### src/inc/lsr_pkg.sv
// Shared constants, types and helpers for the status and parameter readout link
package lsr_pkg;

   // Clock and answer timing
   localparam int CLK_PERIOD_NS  = 10;
   localparam int RSP_TIMEOUT_NS = 200;
   localparam logic [7:0] RSP_TIMEOUT_CYC = 8'(RSP_TIMEOUT_NS / CLK_PERIOD_NS);

   // Identifiers and command bytes
   localparam logic [7:0] PID_PREP    = 8'h3C;   // Long preparing frame
   localparam logic [7:0] PID_READ    = 8'h7D;   // Reading frame, indirect id 0x3D
   localparam logic [7:0] APP_CMD     = 8'h80;
   localparam logic [7:0] CMD_FULL    = 8'h81;   // Flag bit set, code 0x01
   localparam logic [7:0] CMD_PARAM   = 8'h82;   // Flag bit set, code 0x02
   localparam logic       ADDR_FLAG   = 1'h1;
   localparam logic [7:0] FILL_BYTE   = 8'hFF;
   localparam logic [3:0] ONES4       = 4'hF;
   localparam logic [4:0] ONES5       = 5'h1F;
   localparam logic       CONST_ONE   = 1'h1;

   // Frame lengths and byte positions in a long preparing frame
   localparam logic [3:0] LEN_LONG    = 4'h8;
   localparam logic [3:0] LEN_SHORT   = 4'h2;
   localparam logic [3:0] LEN_RSP     = 4'h8;
   localparam logic [3:0] POS_APP     = 4'h0;
   localparam logic [3:0] POS_CMD     = 4'h1;
   localparam logic [3:0] POS_ADDR    = 4'h2;
   localparam logic [3:0] SHORT_SKIP  = 4'h1;
   localparam logic [3:0] CNT_ONE     = 4'h1;

   typedef enum logic [1:0] {SL_IDLE, SL_RX, SL_TX} lsr_sl_state_t;
   typedef enum logic [1:0] {PD_NONE, PD_FS1, PD_FS2, PD_PARAM} lsr_pend_t;
   typedef enum logic [2:0] {M_IDLE, M_PHDR, M_PDATA, M_RHDR, M_RWAIT} lsr_m_state_t;

   // Live motor and diagnostic state offered by the device core
   typedef struct packed {
      logic [3:0]  runCurrent;
      logic [3:0]  holdCurrent;
      logic [3:0]  maxVelocity;
      logic [3:0]  minVelocity;
      logic        accelerationShape;
      logic [1:0]  stepResolution;
      logic        shaft;
      logic [3:0]  acceleration;
      logic        logicSupplyResetFlag;
      logic        lostStepFlag;
      logic        coilDefectFlag;
      logic        secondUndervoltageFlag;
      logic        thermalShutdownFlag;
      logic        thermalWarningFlag;
      logic [1:0]  tempInfo;
      logic [2:0]  motion;
      logic        motionSwitchState;
      logic        coilXOvercurrent;
      logic        coilYOvercurrent;
      logic        chargePumpFailure;
      logic        linkTimeoutError;
      logic        linkDataError;
      logic        linkHeaderError;
      logic        linkBitError;
      logic [15:0] actualPosition;
      logic [15:0] targetPosition;
      logic [10:0] securePosition;
   } lsr_status_t;

   // Parameter memory contents
   typedef struct packed {
      logic [3:0]  oscillatorTrim;
      logic [3:0]  currentReferenceTrim;
      logic [2:0]  thermalShutdownTrim;
      logic [3:0]  bandgapTrim;
      logic        addressModeBit;
      logic [3:0]  programmedAddress;
      logic [3:0]  runCurrent;
      logic [3:0]  holdCurrent;
      logic [3:0]  maxVelocity;
      logic [3:0]  minVelocity;
      logic [10:0] securePosition;
      logic        shaft;
      logic [3:0]  acceleration;
      logic [1:0]  stepResolution;
      logic        trimLockBit;
      logic        configLockBit;
   } lsr_param_t;

   // Protected identifier: two parity bits over the 6-bit id
   function automatic logic [7:0] pid_of(input logic [5:0] id);
      pid_of = {~(id[1] ^ id[3] ^ id[4] ^ id[5]), id[0] ^ id[1] ^ id[2] ^ id[4], id};
   endfunction

   // Classic checksum step: add with end-around carry
   function automatic logic [7:0] csum_add(input logic [7:0] s, input logic [7:0] b);
      logic [8:0] t;
      t = {1'b0, s} + {1'b0, b};
      csum_add = t[7:0] + {7'h00, t[8]};
   endfunction

endpackage

### src/inc/lsr_link_if.sv
// Byte-level frame link between bus master and motor controller slave
`timescale 1ns/1ns
interface lsr_link_if;
   logic       hdrValid;
   logic [7:0] hdrPid;
   logic       mByteValid;
   logic [7:0] mByteData;
   logic       sByteValid;
   logic [7:0] sByteData;

   modport master (output hdrValid, output hdrPid, output mByteValid, output mByteData,
                   input sByteValid, input sByteData);
   modport slave  (input hdrValid, input hdrPid, input mByteValid, input mByteData,
                   output sByteValid, output sByteData);
endinterface

### src/hw/lsr_slave.sv
// Slave end: decodes preparing frames and answers reading frames
//
// Notes on behaviour
// - Master sends long preparing frame, then reading frame
// - Long frame: 0x3C, app byte, command, address, fill
// - Answer id 0x3D only after matching preparing
// - Byte five holds latched fault flags, temperature
// - Byte six: motion, switch, overcurrents, one, pump
// - Byte seven ones plus link errors; eight 0xFF
// - Second status: address, positions, secure position split
// - Direct preparing id carries two parity bits
// - Short preparing: command two, address, then reading
// - Reading returns parameter memory of named node
// - Param bytes one, two: trims with constant one
// - Param byte six, seven: secure position, shaft, accel
// - Param byte eight: step mode and lock bits
// - Full status read clears latched fault flags
// - Second status reading frame is optional
// - Address pin bits are live, not stored
`timescale 1ns/1ns
module lsr_slave (
   input  wire logic                ref_clk,
   input  wire logic                nrst,
   lsr_link_if.slave                link,
   input  wire logic [6:0]          nodeAddr,
   input  wire logic [5:0]          directId,
   input  wire lsr_pkg::lsr_status_t status,
   input  wire lsr_pkg::lsr_param_t  param,
   input  wire logic [2:0]          addressPinState,
   output      logic                clearFlags,
   output      logic                pendingRead
);

   typedef struct packed {
      lsr_pkg::lsr_sl_state_t st;
      lsr_pkg::lsr_pend_t     pend;
      logic                   isLong;
      logic [3:0]             cnt;
      logic [7:0]             sum;
      logic [7:0]             cmd;
      logic                   ok;
      lsr_pkg::lsr_pend_t     served;
      logic [63:0]            rsp;
      logic                   txValid;
      logic [7:0]             txData;
      logic                   clr;
   } lsr_sl_t;

   lsr_sl_t s_r;
   lsr_sl_t s_nxt;

   logic [63:0] fs1Bytes;
   logic [63:0] fs2Bytes;
   logic [63:0] prmBytes;
   logic [3:0]  pos;
   logic [3:0]  len;
   logic [7:0]  b;

   // Local alias keeps the byte maps compact; declared before its first use
   localparam logic ADDR_FLAG = lsr_pkg::ADDR_FLAG;

   // First full status answer, byte one in the top lane
   assign fs1Bytes = {ADDR_FLAG, nodeAddr,
                      status.runCurrent, status.holdCurrent,
                      status.maxVelocity, status.minVelocity,
                      status.accelerationShape, status.stepResolution,
                      status.shaft, status.acceleration,
                      status.logicSupplyResetFlag, status.lostStepFlag,
                      status.coilDefectFlag, status.secondUndervoltageFlag,
                      status.thermalShutdownFlag, status.thermalWarningFlag,
                      status.tempInfo,
                      status.motion, status.motionSwitchState,
                      status.coilXOvercurrent, status.coilYOvercurrent,
                      lsr_pkg::CONST_ONE, status.chargePumpFailure,
                      lsr_pkg::ONES4, status.linkTimeoutError,
                      status.linkDataError, status.linkHeaderError,
                      status.linkBitError,
                      lsr_pkg::FILL_BYTE};

   // Second answer; secure position goes low byte first
   assign fs2Bytes = {ADDR_FLAG, nodeAddr,
                      status.actualPosition,
                      status.targetPosition,
                      status.securePosition[7:0],
                      lsr_pkg::ONES5, status.securePosition[10:8],
                      lsr_pkg::FILL_BYTE};

   // Parameter memory image; pin bits sampled live
   assign prmBytes = {param.oscillatorTrim, param.currentReferenceTrim,
                      lsr_pkg::CONST_ONE, param.thermalShutdownTrim,
                      param.bandgapTrim,
                      param.addressModeBit, addressPinState,
                      param.programmedAddress,
                      param.runCurrent, param.holdCurrent,
                      param.maxVelocity, param.minVelocity,
                      param.securePosition[10:8], param.shaft,
                      param.acceleration,
                      param.securePosition[7:0],
                      lsr_pkg::ONES4, param.stepResolution,
                      param.trimLockBit, param.configLockBit};

   // Short frames lack the app byte, so shift them onto long positions
   assign len = s_r.isLong ? lsr_pkg::LEN_LONG : lsr_pkg::LEN_SHORT;
   assign pos = s_r.isLong ? s_r.cnt : s_r.cnt + lsr_pkg::SHORT_SKIP;
   assign b   = link.mByteData;

   // Next-state logic; a new header always restarts decoding
   always_comb begin
      s_nxt         = s_r;
      s_nxt.txValid = 1'b0;
      s_nxt.clr     = 1'b0;
      if (link.hdrValid) begin
         s_nxt.cnt = '0;
         s_nxt.sum = '0;
         s_nxt.ok  = 1'b1;
         s_nxt.cmd = '0;
         if (link.hdrPid == lsr_pkg::PID_PREP) begin
            s_nxt.st     = lsr_pkg::SL_RX;
            s_nxt.isLong = 1'b1;
         end else if (link.hdrPid == lsr_pkg::pid_of(directId)) begin
            s_nxt.st     = lsr_pkg::SL_RX;
            s_nxt.isLong = 1'b0;
         end else if (link.hdrPid == lsr_pkg::PID_READ &&
                      s_r.pend != lsr_pkg::PD_NONE) begin
            s_nxt.st     = lsr_pkg::SL_TX;
            s_nxt.served = s_r.pend;
            case (s_r.pend)
               lsr_pkg::PD_FS1:   s_nxt.rsp = fs1Bytes;
               lsr_pkg::PD_FS2:   s_nxt.rsp = fs2Bytes;
               lsr_pkg::PD_PARAM: s_nxt.rsp = prmBytes;
               default:           s_nxt.rsp = '0;
            endcase
         end else begin
            // Foreign frames and unprepared reads stay silent
            s_nxt.st = lsr_pkg::SL_IDLE;
         end
      end else begin
         case (s_r.st)
            lsr_pkg::SL_RX: begin
               if (link.mByteValid) begin
                  if (s_r.cnt == len) begin
                     // Checksum byte closes the preparing frame
                     s_nxt.st = lsr_pkg::SL_IDLE;
                     if (b == ~s_r.sum) begin
                        if (s_r.ok && s_r.cmd == lsr_pkg::CMD_FULL) begin
                           s_nxt.pend = lsr_pkg::PD_FS1;
                        end else if (s_r.ok && s_r.cmd == lsr_pkg::CMD_PARAM) begin
                           s_nxt.pend = lsr_pkg::PD_PARAM;
                        end else begin
                           s_nxt.pend = lsr_pkg::PD_NONE;
                        end
                     end
                  end else begin
                     s_nxt.sum = lsr_pkg::csum_add(s_r.sum, b);
                     s_nxt.cnt = s_r.cnt + lsr_pkg::CNT_ONE;
                     case (pos)
                        lsr_pkg::POS_APP: begin
                           if (b != lsr_pkg::APP_CMD) begin
                              s_nxt.ok = 1'b0;
                           end
                        end
                        lsr_pkg::POS_CMD: begin
                           s_nxt.cmd = b;
                        end
                        lsr_pkg::POS_ADDR: begin
                           if (b != {ADDR_FLAG, nodeAddr}) begin
                              s_nxt.ok = 1'b0;
                           end
                        end
                        default: begin
                           if (b != lsr_pkg::FILL_BYTE) begin
                              s_nxt.ok = 1'b0;
                           end
                        end
                     endcase
                  end
               end
            end
            lsr_pkg::SL_TX: begin
               s_nxt.txValid = 1'b1;
               if (s_r.cnt == lsr_pkg::LEN_RSP) begin
                  s_nxt.txData = ~s_r.sum;
                  s_nxt.st     = lsr_pkg::SL_IDLE;
                  // Second status answer may never be asked for
                  case (s_r.served)
                     lsr_pkg::PD_FS1: begin
                        s_nxt.pend = lsr_pkg::PD_FS2;
                        s_nxt.clr  = 1'b1;
                     end
                     default: s_nxt.pend = lsr_pkg::PD_NONE;
                  endcase
               end else begin
                  s_nxt.txData = s_r.rsp[63:56];
                  s_nxt.sum    = lsr_pkg::csum_add(s_r.sum, s_r.rsp[63:56]);
                  s_nxt.rsp    = {s_r.rsp[55:0], 8'h00};
                  s_nxt.cnt    = s_r.cnt + lsr_pkg::CNT_ONE;
               end
            end
            default: s_nxt.st = lsr_pkg::SL_IDLE;
         endcase
      end
   end

   // State register with synchronous reset
   always_ff @(posedge ref_clk) begin
      if (!nrst) begin
         s_r <= '0;
      end else begin
         s_r <= s_nxt;
      end
   end

   assign link.sByteValid = s_r.txValid;
   assign link.sByteData  = s_r.txData;
   assign clearFlags      = s_r.clr;
   assign pendingRead     = (s_r.pend != lsr_pkg::PD_NONE);   // Compare on the registered pend field, so no input reaches it combinationally

endmodule

### src/flat_wrapper.sv
// flat-port wrapper written by rule: the top's interface ports become plain ports
module lsr_slave_flat 
  (ref_clk, nrst, nodeAddr, directId, status, param, addressPinState, clearFlags, pendingRead, link_hdrValid, link_hdrPid, link_mByteValid, link_mByteData, link_sByteValid, link_sByteData);
  lsr_link_if link_i ();
  input  wire logic ref_clk;
  input  wire logic nrst;
  input  wire logic [6:0] nodeAddr;
  input  wire logic [5:0] directId;
  input  wire lsr_pkg::lsr_status_t status;
  input  wire lsr_pkg::lsr_param_t param;
  input  wire logic [2:0] addressPinState;
  output      logic clearFlags;
  output      logic pendingRead;
  input wire logic [$bits(link_i.hdrValid)-1:0] link_hdrValid;
  input wire logic [$bits(link_i.hdrPid)-1:0] link_hdrPid;
  input wire logic [$bits(link_i.mByteValid)-1:0] link_mByteValid;
  input wire logic [$bits(link_i.mByteData)-1:0] link_mByteData;
  output wire logic [$bits(link_i.sByteValid)-1:0] link_sByteValid;
  output wire logic [$bits(link_i.sByteData)-1:0] link_sByteData;
  assign link_i.hdrValid = link_hdrValid;
  assign link_i.hdrPid = link_hdrPid;
  assign link_i.mByteValid = link_mByteValid;
  assign link_i.mByteData = link_mByteData;
  assign link_sByteValid = link_i.sByteValid;
  assign link_sByteData = link_i.sByteData;
  lsr_slave u_core (.ref_clk(ref_clk), .nrst(nrst), .link(link_i), .nodeAddr(nodeAddr), .directId(directId), .status(status), .param(param), .addressPinState(addressPinState), .clearFlags(clearFlags), .pendingRead(pendingRead));
endmodule
### config.mk
export PLATFORM = sky130hd
export DESIGN_NAME = lsr_slave_flat
export DESIGN_NICKNAME = d
export VERILOG_FILES = /design/src/inc/lsr_pkg.sv /design/src/inc/lsr_link_if.sv /design/src/hw/lsr_slave.sv /design/src/flat_wrapper.sv
export SDC_FILE = /design/constraint.sdc
export NUM_CORES = 1
export LEC_CHECK = 0
export ABC_AREA = 1
export BUFFER_PORTS_ARGS = -buffer_cell sky130_fd_sc_hd__buf_2
export CAP_MARGIN = 5
export CORE_UTILIZATION = 50
export DETAILED_ROUTE_END_ITERATION = 16
export PLACE_DENSITY = 0.76
export SETUP_SLACK_MARGIN = 0.02
export SYNTH_ARGS = -nofsm -noshare
export SYNTH_HDL_FRONTEND = slang
export SYNTH_SLANG_ARGS = --single-unit
### constraint.sdc
create_clock -name ref_clk -period 6.4 [get_ports ref_clk]
set_clock_uncertainty 0.1 [all_clocks]
set_input_delay 0.64 -clock ref_clk [delete_from_list [all_inputs] [get_ports ref_clk]]
set_output_delay 0.64 -clock ref_clk [all_outputs]
set_load 0.005 [all_outputs]
==> metrics.md <==
| Metric | Value |
|---|---|
| Die X | `121 um` |
| Worst-Skew Late Latency | `0.35 ns` |
| Mean routed wirelength per cell | `14.5 um` |
| Leading register cell type out of synthesis | `dfxtp_1` |
| Overall routing resource usage | `0.286` |
| Ratio of cells with drive above 1 in the final layout | `0.214` |
| Crit-path max FO | `4` |
| Vias in the first global route | `6964` |
| Site Rows | `43` |
| Largest net degree at the start of global routing | `68` |
| Overall Power | `1.30 mW` |
| RSZ-0062 raised after global routing | `no` |
| Post-synthesis compound-gate area fraction | `0.242` |
| Simple-Gate Fraction of Synth Area | `0.309` |
| VDD IR-drop max | `0.153 mV` |
| Async SR Flop Fraction | `0` |
| I/O pin total | `189` |
| Worst endpoint required time | `6.55 ns` |
| Post-synthesis mux area share | `0` |
| Fmax | `343 MHz` |
| Area leader, netlist | `dfxtp_1` |
| CTS resizes | `0` |
| Clk pwr share | `0.431` |
| Flops & latches, synth | `99` |
| Area delta synth->final | `15.8%` |
| DRC | `0` |
| Final period utilization | `0.456` |
| Detailed-router iteration count before antenna repair | `5` |
| Worst-path clk slew | `0.07 ns` |
| Int Pwr | `979 uW` |
| Initial antenna violation count | `0` |
| Sequential Power Share | `0.474` |
| Top cells by count, synth | `nand2_1, a21oi_1, inv_1, dfxtp_1, nand3_1` |
| Vert. Die Dim | `121 um` |
| Synthesis Warnings | `0` |
| Initial Util | `0.513` |
| Diodes inserted | `0` |
| CTS H-tree lvls | `3` |
| Count leader, synth | `nand2_1` |
| Mapped Cells | `1090` |
| Internal reg-to-reg setup slack | `3.48 ns` |
| Yosys top cell area share | `0.279` |
| Yosys cell types | `47` |
| P_sw | `323 uW` |
| Final wirelength | `20.5 mm` |
| Hold violation total from the final report | `0` |
| Port bufs | `188` |
| GRT Residual Overflow | `0` |
| Worst slew margin | `0.460` |
| Largest family of logic cells by synthesized area | `simple AND/OR/NAND/NOR gates` |
| Post-DP HPWL | `15.3 mm` |
| Fin crit period | `2.92 ns` |
| R2R depth | `19` |
| Cell leakage power | `3.69 nW` |
| Hold Crit Class | `reg2reg` |
| Post-Synth XOR/XNOR Area | `0.0111` |
| Reg-to-Reg End | `u_core.s_r[91]$_SDFFE_PP0P_` |
| Post-synthesis sequential area ratio | `0.279` |
| Measured slew at the worst slew-check pin | `0.810 ns` |
| Worst Path Arrival | `3.07 ns` |
| Sw Share | `0.248` |
| DR vias/cell | `5.45` |
| DRT iter0 DRCs | `497` |
| Crit. Startpoint | `u_core.s_r[85]$_SDFFE_PP0P_` |
| DIE AREA | `0.0147 sq mm` |
| CTS Hold Bufs | `0` |
| Comb power frac | `0.096` |
| Power density over cell area | `158 mW/mm^2` |
| Post-synth EDFFs | `0` |
| GP Congestion | `0.941` |
| ANT nets after route | `0` |
| Setup TNS | `0 ns` |
| CP startpoint kind | `register` |
| Reg2reg start | `u_core.s_r[85]$_SDFFE_PP0P_` |
| # clock sinks | `99` |
| Core ar. | `0.0139 sq mm` |
| TritonCTS clock tree | `built` |
| Vias | `7692` |
| First-pass GRT wire length | `33.3 mm` |
| Fin. max-slew vios | `0` |
| Kind of critical path | `reg2reg` |
| Max Root-Sink Buffers | `2` |
| Adder-cell share of the synthesized area | `0.0443` |
| CP Capture Point | `u_core.s_r[91]$_SDFFE_PP0P_` |
| Max-cap viol count | `0` |
| CTS buffer count | `9` |
| Status | `finished, final reports clean` |
| Top cells by area, synth | `dfxtp_1, nand2_1, a21oi_1, nand3_1, inv_1` |
| Cell Area, Synth | `0.00711 sq mm` |
| Setup Fix Bufs, Post-CTS | `0` |
| Critical path endpoint category | `register` |
| Mapped Nets | `1292` |
| Clock root buffer master | `clkbuf_16` |
| Final #Nets | `1429` |
| Syn_area_per_cell | `6.53 sq um` |
| Setup Viol. Count Final | `0` |
[power groups by stage]
stage,logic [mW],clock network (mW),registers (mW)
2_1_floorplan,0.0490,0,0.631
4_1_cts,0.124,0.565,0.617
6_report,0.124,0.561,0.617
5_1_grt,0.137,0.591,0.616
3_5_place_dp,0.123,0,0.631
3_3_place_gp,0.123,0,0.631
[layout make-up]
type                       count  area, sq um
clock inverter                 6         71.3
sequential                    99         1980
inverter                     114          428
multi-input combinational    809         4310
timing repair buffer         194          986
tap                          180          225
fill                        1379         5650
clock buffer                  10          229
[worst max-delay path, stage by stage (launching register included)]
cell and delay [ns]:
dfxtp_1 0.39, ha_1 0.21, inv_1 0.06, fa_1 0.39, inv_1 0.10, nand3_1 0.10, nand3_1 0.09, a21oi_1 0.08
o21bai_1 0.13, ha_1 0.18, ha_1 0.16, inv_1 0.04, nor2_1 0.13, nand3_1 0.11, nor2_1 0.17, nand3_1 0.09
nand3_1 0.10, nand3_1 0.07, nand2_1 0.07, inv_1 0.03
[placed cells by master (no fill, tap or decap), drive strengths merged]
master and n:
nand2 277, buf 194, a21oi 136, inv 116, nand3 101, dfxtp 99, o21ai 82, nor2 68
a22o 42, ha 22, nand4 11, nor3 10, clkbuf 10, o211ai 9, o22ai 7, or2 7
xnor2 5, xor2 4, o221ai 4, nor4 4, nand3b 3, a21boi 3, a211oi 3, a221oi 2
fa 2, nor4b 2, clkinv 2, a221o 1, o21a 1, a21o 1, o31a 1, o21bai 1
bufinv 1, clkinvlp 1
[per-layer routing]
metal,routed length (um),track usage,vias up
met3,1140,0.0512,30
met2,9860,0.495,257
met5,0,0,-
met4,509,0.0972,0
met1,8960,0.354,3471
li1,-,-,3934
[worst min path at each step]
stage,from,end,cells past startpoint
finish,u_core.s_r[74]$_SDFFE_PN0P_,u_core.s_r[74]$_SDFFE_PN0P_,2
floorplan,u_core.s_r[75]$_SDFFE_PN0P_,u_core.clearFlags$_SDFF_PP0_,1
global route,u_core.s_r[74]$_SDFFE_PN0P_,u_core.s_r[74]$_SDFFE_PN0P_,2
CTS,u_core.s_r[74]$_SDFFE_PN0P_,u_core.s_r[74]$_SDFFE_PN0P_,2
detailed placement,u_core.s_r[74]$_SDFFE_PN0P_,u_core.s_r[74]$_SDFFE_PN0P_,2
global placement,u_core.s_r[74]$_SDFFE_PN0P_,u_core.s_r[74]$_SDFFE_PN0P_,2
[stage by stage]
| stage | setup slack, ns | hold WS, ns | util | instance area, sq um | std cells |
|---|---|---|---|---|---|
| after floorplan | 3.52 | 0.321 | - | 7110 | 1090 |
| after global routing | 3.09 | 0.391 | 0.593 | 8240 | 1412 |
| after detailed placement | 3.20 | 0.359 | 0.572 | 7940 | 1396 |
| after CTS | 3.49 | 0.370 | 0.593 | 8240 | 1412 |
| after global placement | 3.26 | 0.354 | 0.572 | 7940 | 1396 |
| final | 3.48 | 0.372 | 0.593 | 8240 | 1412 |
[registers in the layout, summed over array words and instances (netlist names)]
name,cells
u_core.s_r,89
u_core.link.sByteData,8
u_core.clearFlags,1
u_core.link.sByteValid,1
[cell families (layout without fill, tap and decap cells)]
kind of cell | after synthesis | in the layout
fa+ha+maj | 24 | 24
flops | 99 | 99
xor+xnor | 9 | 9
compound gates | 293 | 293
simple gates | 483 | 483
buf+inv | 182 | 324
(Power assumes the default switching activity.)
